===== config.mk =====
export PLATFORM = sky130hd
export DESIGN_NAME = rate_config
export DESIGN_NICKNAME = d
export VERILOG_FILES = /design/src/rate_config_pkg.sv /design/src/rate_code_decoder.sv /design/src/rate_config.sv
export SDC_FILE = /design/constraint.sdc
export NUM_CORES = 1
export LEC_CHECK = 0
export BUFFER_PORTS_ARGS = -buffer_cell sky130_fd_sc_hd__buf_2
export CAP_MARGIN = 10
export CORE_MARGIN = 2
export CORE_UTILIZATION = 52
export DETAILED_ROUTE_END_ITERATION = 16
export PLACE_DENSITY = 0.77
export SLEW_MARGIN = 25
export SYNTH_ARGS = -nofsm -noshare
export SYNTH_HDL_FRONTEND = slang
export SYNTH_SLANG_ARGS = --single-unit

===== constraint.sdc =====
create_clock -name clk -period 3.6 [get_ports clk]
set_clock_uncertainty 0.2 [all_clocks]
set_input_delay 0.18 -clock clk [delete_from_list [all_inputs] [get_ports clk]]
set_output_delay 0.18 -clock clk [all_outputs]
set_load 0.02 [all_outputs]

===== src/rate_config_pkg.sv =====
package rate_config_pkg;

    // ****************************************************************
    // Register offsets
    // ****************************************************************
    localparam logic [7:0] TEST_FIXED_VALUE_ADDR           = 8'hBF;
    localparam logic [7:0] PORT_THREE_CONTROL_A_ADDR        = 8'hCF;
    localparam logic [7:0] PORT_THREE_CONTROL_B_ADDR        = 8'hDF;
    localparam logic [7:0] TEST_FIXED_VALUE_THREE_ADDR      = 8'hEF;
    localparam logic [7:0] TEST_AND_PORT_FOUR_CONTROL_ADDR  = 8'hFF;

    // ****************************************************************
    // Fixed and reset values
    // ****************************************************************
    localparam logic [7:0] TEST_FIXED_VALUE                 = 8'h80;
    localparam logic [7:0] TEST_FIXED_VALUE_THREE           = 8'h32;
    localparam logic [7:0] TEST_AND_PORT_FOUR_VALUE         = 8'h00;
    localparam logic [4:0] CONTROL_A_RESERVED_VALUE         = 5'h15;
    localparam logic [5:0] CONTROL_B_RESERVED_VALUE         = 6'h2C;
    localparam logic [7:0] UNMAPPED_READ_VALUE              = 8'h00;

    // ****************************************************************
    // Field positions
    // ****************************************************************
    localparam int HALF_DUPLEX_BIT   = 7;
    localparam int FLOW_CONTROL_BIT  = 6;
    localparam int SPEED_10BT_BIT    = 5;
    localparam int MAC_MODE_BIT      = 6;
    localparam int RATE_CODE_MSB     = 6;

    // ****************************************************************
    // Rate code decoding
    // ****************************************************************
    localparam int RATE_WIDTH = 17;
    localparam logic [6:0] CODE_UNLIMITED       = 7'h00;
    localparam logic [6:0] CODE_MAX_100BT       = 7'h63;
    localparam logic [6:0] CODE_FULL_100BT      = 7'h64;
    localparam logic [6:0] CODE_MAX_10BT        = 7'h09;
    localparam logic [6:0] CODE_FULL_10BT       = 7'h0A;
    localparam logic [6:0] CODE_SUB_MBPS_FIRST  = 7'h65;
    localparam logic [6:0] CODE_SUB_MBPS_LAST   = 7'h73;
    localparam logic [6:0] CODE_SUB_MBPS_BASE   = 7'h64;
    localparam logic [RATE_WIDTH-1:0] KBPS_PER_MBPS   = 17'h003E8;
    localparam logic [RATE_WIDTH-1:0] KBPS_PER_STEP   = 17'h00040;
    localparam logic [RATE_WIDTH-1:0] FULL_RATE_100BT = 17'h186A0;
    localparam logic [RATE_WIDTH-1:0] FULL_RATE_10BT  = 17'h02710;

endpackage


===== src/rate_code_decoder.sv =====
`timescale 1ns/10ps

module rate_code_decoder #(
    parameter int RATE_WIDTH = rate_config_pkg::RATE_WIDTH
) (
    input  wire logic [6:0]            rate_code,
    input  wire logic                  speed_10bt,
    output logic      [RATE_WIDTH-1:0] rate_kbps
);

    logic [RATE_WIDTH-1:0] full_rate;
    logic [RATE_WIDTH-1:0] code_wide;
    logic [RATE_WIDTH-1:0] step_wide;

    always_comb begin
        full_rate = speed_10bt ? rate_config_pkg::FULL_RATE_10BT  // RULE14
                               : rate_config_pkg::FULL_RATE_100BT;
        code_wide = RATE_WIDTH'(rate_code);
        step_wide = RATE_WIDTH'(rate_code - rate_config_pkg::CODE_SUB_MBPS_BASE);
        if (rate_code == rate_config_pkg::CODE_UNLIMITED) begin
            rate_kbps = full_rate;  // RULE2 RULE5
        end else if (rate_code >= rate_config_pkg::CODE_SUB_MBPS_FIRST &&
                     rate_code <= rate_config_pkg::CODE_SUB_MBPS_LAST) begin
            rate_kbps = RATE_WIDTH'(step_wide * rate_config_pkg::KBPS_PER_STEP);  // RULE3
        end else if (rate_code > rate_config_pkg::CODE_SUB_MBPS_LAST) begin
            rate_kbps = full_rate;  // RULE15
        end else if (speed_10bt) begin
            if (rate_code <= rate_config_pkg::CODE_MAX_10BT) begin
                rate_kbps = RATE_WIDTH'(code_wide * rate_config_pkg::KBPS_PER_MBPS);  // RULE4
            end else begin
                // Code 10 is full rate; 11 to 100 mean nothing at 10BT and also run unlimited.
                rate_kbps = full_rate;  // RULE5
            end
        end else if (rate_code <= rate_config_pkg::CODE_MAX_100BT) begin
            rate_kbps = RATE_WIDTH'(code_wide * rate_config_pkg::KBPS_PER_MBPS);  // RULE1
        end else begin
            rate_kbps = full_rate;  // RULE2
        end
    end

endmodule


===== src/rate_config.sv =====
`timescale 1ns/10ps

// How it works
// RULE1: 100BT codes 1-99 give that many Mbps.
// RULE2: 100BT code 0 or 100 is full.
// RULE3: Codes 101-115 give 64 Kbps steps.
// RULE4: 10BT codes 1-9 give that many Mbps.
// RULE5: 10BT code 0 or 10 is full.
// RULE6: Rate code sits in field bits six-zero.
// RULE7: Control A bit 7 selects half duplex.
// RULE8: Control A bit 6 enables flow control.
// RULE9: Control A bit 5 selects 10BT speed.
// RULE10: Control B bit 6 selects MAC mode.
// RULE11: Offset 0xBF reads fixed 0x80, read-only.
// RULE12: Software leaves reserved test fields unchanged.
// RULE13: Only highest-priority queue shapes exactly.
// RULE14: Decoder follows the limited port's speed.
// RULE15: Codes 116-127 mean full port speed.
module rate_config (
    input  wire logic        clk,
    input  wire logic        rst_b,
    input  wire logic [7:0]  reg_addr,
    input  wire logic        reg_wr,
    input  wire logic [7:0]  reg_wdata,
    input  wire logic        reg_rd,
    output logic      [7:0]  reg_rdata,
    input  wire logic [7:0]  limit_field,
    input  wire logic        limit_is_port_three,
    input  wire logic        limit_port_10bt,
    input  wire logic        limit_queue_highest,
    output logic      [16:0] limit_rate_kbps,
    output logic             limit_exact,
    output logic             port_three_half_duplex,
    output logic             port_three_flow_control,
    output logic             port_three_speed_10bt,
    output logic             port_three_mac_mode
);

    // ****************************************************************
    // Register access decode
    // ****************************************************************
    logic write_control_a;
    logic write_control_b;

    // Only the two port-three control bytes hold writable state. Writes to the
    // fixed test bytes and to any other offset fall away here.
    always_comb begin
        write_control_a = reg_wr && (reg_addr == rate_config_pkg::PORT_THREE_CONTROL_A_ADDR);
        write_control_b = reg_wr && (reg_addr == rate_config_pkg::PORT_THREE_CONTROL_B_ADDR);
    end

    // ****************************************************************
    // Port three interface control
    // ****************************************************************
    logic half_duplex_reg;
    logic half_duplex_next;
    logic flow_control_reg;
    logic flow_control_next;
    logic speed_10bt_reg;
    logic speed_10bt_next;
    logic mac_mode_reg;
    logic mac_mode_next;

    // Each field keeps its value until a write to its own byte. The reserved
    // fields of both bytes have no storage at all.
    always_comb begin
        half_duplex_next  = half_duplex_reg;
        flow_control_next = flow_control_reg;
        speed_10bt_next   = speed_10bt_reg;
        mac_mode_next     = mac_mode_reg;
        if (write_control_a) begin
            half_duplex_next  = reg_wdata[rate_config_pkg::HALF_DUPLEX_BIT];   // RULE7
            flow_control_next = reg_wdata[rate_config_pkg::FLOW_CONTROL_BIT];  // RULE8
            speed_10bt_next   = reg_wdata[rate_config_pkg::SPEED_10BT_BIT];    // RULE9
        end
        if (write_control_b) begin
            mac_mode_next = reg_wdata[rate_config_pkg::MAC_MODE_BIT];  // RULE10
        end
    end

    always_ff @(posedge clk or negedge rst_b) begin
        if (!rst_b) begin
            half_duplex_reg  <= 1'b0;
            flow_control_reg <= 1'b0;
            speed_10bt_reg   <= 1'b0;
            mac_mode_reg     <= 1'b0;
        end else begin
            half_duplex_reg  <= half_duplex_next;
            flow_control_reg <= flow_control_next;
            speed_10bt_reg   <= speed_10bt_next;
            mac_mode_reg     <= mac_mode_next;
        end
    end

    assign port_three_half_duplex  = half_duplex_reg;
    assign port_three_flow_control = flow_control_reg;
    assign port_three_speed_10bt   = speed_10bt_reg;
    assign port_three_mac_mode     = mac_mode_reg;

    // ****************************************************************
    // Register read words
    // ****************************************************************
    logic [7:0] control_a_word;
    logic [7:0] control_b_word;

    // Reserved fields read back their fixed contents whatever was written.
    always_comb begin
        control_a_word = {half_duplex_reg, flow_control_reg, speed_10bt_reg,
                          rate_config_pkg::CONTROL_A_RESERVED_VALUE};  // RULE7 RULE8 RULE9
        control_b_word = {1'b0, mac_mode_reg,
                          rate_config_pkg::CONTROL_B_RESERVED_VALUE};  // RULE10
    end

    // ****************************************************************
    // Register read
    // ****************************************************************
    logic [7:0] rdata_reg;
    logic [7:0] rdata_next;

    // The mux reads the flops, so a read in the same cycle as a write to the
    // same byte returns the contents from before the write. The read data
    // stands until the next read strobe.
    always_comb begin
        rdata_next = rdata_reg;
        if (reg_rd) begin
            unique case (reg_addr)
                rate_config_pkg::TEST_FIXED_VALUE_ADDR:
                    rdata_next = rate_config_pkg::TEST_FIXED_VALUE;  // RULE11
                rate_config_pkg::PORT_THREE_CONTROL_A_ADDR:
                    rdata_next = control_a_word;  // RULE12
                rate_config_pkg::PORT_THREE_CONTROL_B_ADDR:
                    rdata_next = control_b_word;  // RULE12
                rate_config_pkg::TEST_FIXED_VALUE_THREE_ADDR:
                    rdata_next = rate_config_pkg::TEST_FIXED_VALUE_THREE;  // RULE12
                rate_config_pkg::TEST_AND_PORT_FOUR_CONTROL_ADDR:
                    rdata_next = rate_config_pkg::TEST_AND_PORT_FOUR_VALUE;
                default:
                    rdata_next = rate_config_pkg::UNMAPPED_READ_VALUE;
            endcase
        end
    end

    always_ff @(posedge clk or negedge rst_b) begin
        if (!rst_b) begin
            rdata_reg <= 8'h00;
        end else begin
            rdata_reg <= rdata_next;
        end
    end

    assign reg_rdata = rdata_reg;

    // ****************************************************************
    // Rate code selection
    // ****************************************************************
    logic [6:0] rate_code;
    logic       limit_speed_10bt;

    // Bit 7 of a limit byte is reserved, so only the code reaches the decoder.
    // The port-three limit follows its own speed setting, because that speed
    // is held here; the other ports' speeds come in from outside.
    always_comb begin
        rate_code        = limit_field[rate_config_pkg::RATE_CODE_MSB:0];  // RULE6
        limit_speed_10bt = limit_is_port_three ? speed_10bt_reg : limit_port_10bt;  // RULE14
    end

    // ****************************************************************
    // Rate code decoding
    // ****************************************************************
    logic [16:0] decoded_rate;

    rate_code_decoder #(
        .RATE_WIDTH (rate_config_pkg::RATE_WIDTH)
    ) decoder (
        .rate_code  (rate_code),
        .speed_10bt (limit_speed_10bt),
        .rate_kbps  (decoded_rate)
    );

    // ****************************************************************
    // Shaped rate output
    // ****************************************************************
    logic [16:0] rate_reg;
    logic [16:0] rate_next;

    // After reset the output shows the full 100BT rate, which is what the
    // reset code 0 decodes to at the reset speed of port three.
    always_comb begin
        rate_next = decoded_rate;
    end

    always_ff @(posedge clk or negedge rst_b) begin
        if (!rst_b) begin
            rate_reg <= rate_config_pkg::FULL_RATE_100BT;  // RULE2
        end else begin
            rate_reg <= rate_next;
        end
    end

    assign limit_rate_kbps = rate_reg;

    // ****************************************************************
    // Exact shaping flag
    // ****************************************************************
    logic exact_reg;
    logic exact_next;

    // Only the highest-priority queue is shaped exactly to the decoded rate;
    // the other queues share what is left by the per-port ratio settings.
    always_comb begin
        exact_next = limit_queue_highest;  // RULE13
    end

    always_ff @(posedge clk or negedge rst_b) begin
        if (!rst_b) begin
            exact_reg <= 1'b0;
        end else begin
            exact_reg <= exact_next;
        end
    end

    assign limit_exact = exact_reg;

endmodule


==> results_dict.tcl <==
set metrics [dict create \
    core_sq_um 5170 \
    final_common_cell "buf_2" \
    yosysTopAreaCell "ha_1" \
    post_drt_wl_per_cell_um 15.4 \
    insertion_delay_ns 0.26 \
    fill_cells 362 \
    die_w_um 77.7 \
    clk_pin_slew_ns 0.09 \
    drive_above_1_share_pct 38.3 \
    power_mw 2.21 \
    firstDrtPassIters 4 \
    start_kind "primary input" \
    worst_setup_path_end_kind "flip-flop" \
    failed_checks "negative setup slack" \
    synth_top_area_share_pct 23.5 \
    yosysWarnings 0 \
    via_per_inst 5.33 \
    p_comb_share_pct 75.0 \
    dieArea_sq_um 6030 \
    instances_no_fill 451 \
    setup_tns_ns -0.451 \
    sw_frac_of_total_pct 42.0 \
    internal-power_mw 1.28 \
    synth_cell_types 48 \
    switchingPower_mw 0.930 \
    grt_max_degree 28 \
    placedCellCount 436 \
    cap_violations 0 \
    timing.fmax_mhz 263 \
    pwr-share-seq_pct 17.8 \
    initial_utilization_pct 54.6 \
    status "complete, but fails checks" \
    clockRootBuffer "clkbuf_8" \
    dp_hpwl_um 5600 \
    via_count 2406 \
    grt_pass1_wl_um 11500 \
    hold_viol 0 \
    grt.overflow.total 0 \
    synth_area_leaders "ha_1 (23%), dfrtp_1 (19%), fa_1 (13%)" \
    clkPwrFrac_pct 7.2 \
    syn_area_sq_um 2820 \
    leakage_nw 1.88 \
    worst_ir_drop_vdd_v 0.000295 \
    finalCritPeriodShare_pct 105 \
    cts-htree-levels 1 \
    drv_slew 0 \
    maxSlewHeadroom_pct 59.5 \
    port_buffers 51 \
    antenna_left 0 \
    fp-row-count 26 \
    track_usage_pct 23.7 \
    period_needed_ns 3.80 \
    grt_pass1_vias 2490 \
    cts.sinks 27 \
    synth_seq_cells 27 \
    critPathArrivalTime_ns 3.78 \
    numCtsBuffers 3 \
    async_flop_share_pct 100 \
    crit_required_ns 3.59 \
    synth_edf_count 0 \
    worstPathMaxFanout 3 \
    io_pins 61 \
    synthCells 287 \
    yosysSeqAreaShare_pct 24.2 \
    num_antenna_cells 0 \
    wl_um 6940 \
    critical_path_class "primary input to flip-flop" \
    antenna_found_initial 0 \
    tightest_slew_ns 0.591 \
    die_y_um 77.7 \
    worst_slack_ns -0.195 \
    final_cell_mix "buf_2 (46), ha_1 (45), buf_4 (33)" \
    final_nets 484 \
    gp_congestion 0.938 \
    clock_path_buffers 2 \
    hp-class "primary input to flip-flop" \
    finalSetupViolCount 4 \
    cts_tree "built" \
    syn_area_per_cell_sq_um 9.84 \
    drtIter0Drc 132 \
    syn_to_final_growth_pct 35.5 \
    final_util_pct 73.9 \
    rsz0062_at_grt "true" \
    holdWs_ns 0.0268 \
    drc 0 \
    p_per_area_nw_per_um2 579 \
    synth_ff_type "dfrtp_1" \
]
[per-layer routing]
layer,up-vias,wire length [um],track usage [%]
met4,0,99,5.36
met1,1147,2960,30.4
met5,-,0,0
met2,78,3550,43.0
li1,1173,-,-
met3,8,332,2.21
[cell families after synthesis]
family,count (synthesis),share of synthesized area (%)
and+or+nand+nor,73,12.9
adders and majority gates,71,36.3
AOI/OAI and AO/OA,53,13.2
buffers and inverters,40,5.72
DFF,27,24.2
xor gates and xnor gates,13,4.03
muxes,9,3.55
other,1,0.133
[metrics by stage]
stage	instance area, sq um	worst slack [ns]
detailed placement	3500	-0.561
global route	3820	-0.272
global placement	3500	-0.485
CTS	3720	-0.206
floorplan	2950	-0.325
finish	3820	-0.195
[path summary, 6_finish.rpt]
kind,from,to,slack (ns),cells after the start
setup / recovery,limit_field[1],limit_rate_kbps[16],-0.20,13
hold / removal,reg_addr[5],reg_rdata[1],0.03,3
setup reg to reg,port_three_speed_10bt,limit_rate_kbps[8],1.37,6
hold reg to reg,reg_rdata[4],reg_rdata[4],0.31,1
max in group asynchronous,rst_b,limit_rate_kbps[9],2.58,2
min in group asynchronous,rst_b,reg_rdata[1],0.23,2
[synth_stat cells, types with 2 or more instances]
cell and count:
o21ai_0 12, nor3_1 8, buf_4 3, or3_1 2
nand4_1 4, nor2b_1 2, fa_1 18, a21oi_2 3
dfrtp_1 21, xor2_1 4, nand2_1 18, nor2_1 18
inv_1 34, dfstp_2 6, a21o_1 3, and3_1 2
a21oi_1 11, xnor2_1 9, nand3_1 14, ha_1 53
a21boi_0 2, mux2_2 8, clkbuf_1 3, a22oi_1 4
a22o_1 2
[state kept, by name (all words and copies together) (netlist names)]
| signal | flops |
|---|---|
| limit_exact | 1 |
| port_three_half_duplex | 1 |
| port_three_mac_mode | 1 |
| reg_rdata | 8 |
| port_three_speed_10bt | 1 |
| limit_rate_kbps | 14 |
| port_three_flow_control | 1 |
[power by group through the flow]
stage | registers, mW | clock network (mW) | logic [mW]
after floorplan | 0.482 | 0 | 0.797
after global routing | 0.399 | 0.179 | 1.78
after global placement | 0.400 | 0 | 1.26
final | 0.394 | 0.159 | 1.66
after detailed placement | 0.400 | 0 | 1.31
after CTS | 0.394 | 0.162 | 1.50
[timing repair]
item | CTS | global route
buffers inserted | 5 | 4
resized for setup | 27 | 15
pin swaps | 26 | 24
hold endpoints to repair | 26 | 0
endpoints found under the setup margin | 5 | 5
hold buffers | 5 | 0
[worst max-delay path: stages]
cell      delay, ns
buf_8          0.10
fa_2           0.58
fa_1           0.42
inv_1          0.08
fa_1           0.42
fa_1           0.51
inv_2          0.05
ha_4           0.24
nand3_2        0.07
o211ai_2       0.09
o41a_1         0.35
or4_4          0.49
a41oi_2        0.19
[final cells by class]
| class | instances | area, sq um | area share (%) |
|---|---|---|---|
| well taps | 70 | 87.6 | 2.29 |
| multi-input cells | 222 | 2220 | 58.1 |
| flip-flops and latches | 27 | 683 | 17.9 |
| repair buffers | 94 | 648 | 17.0 |
| inverters | 34 | 139 | 3.63 |
| clock buffers | 4 | 45.0 | 1.18 |
(Power assumes the default switching activity.)
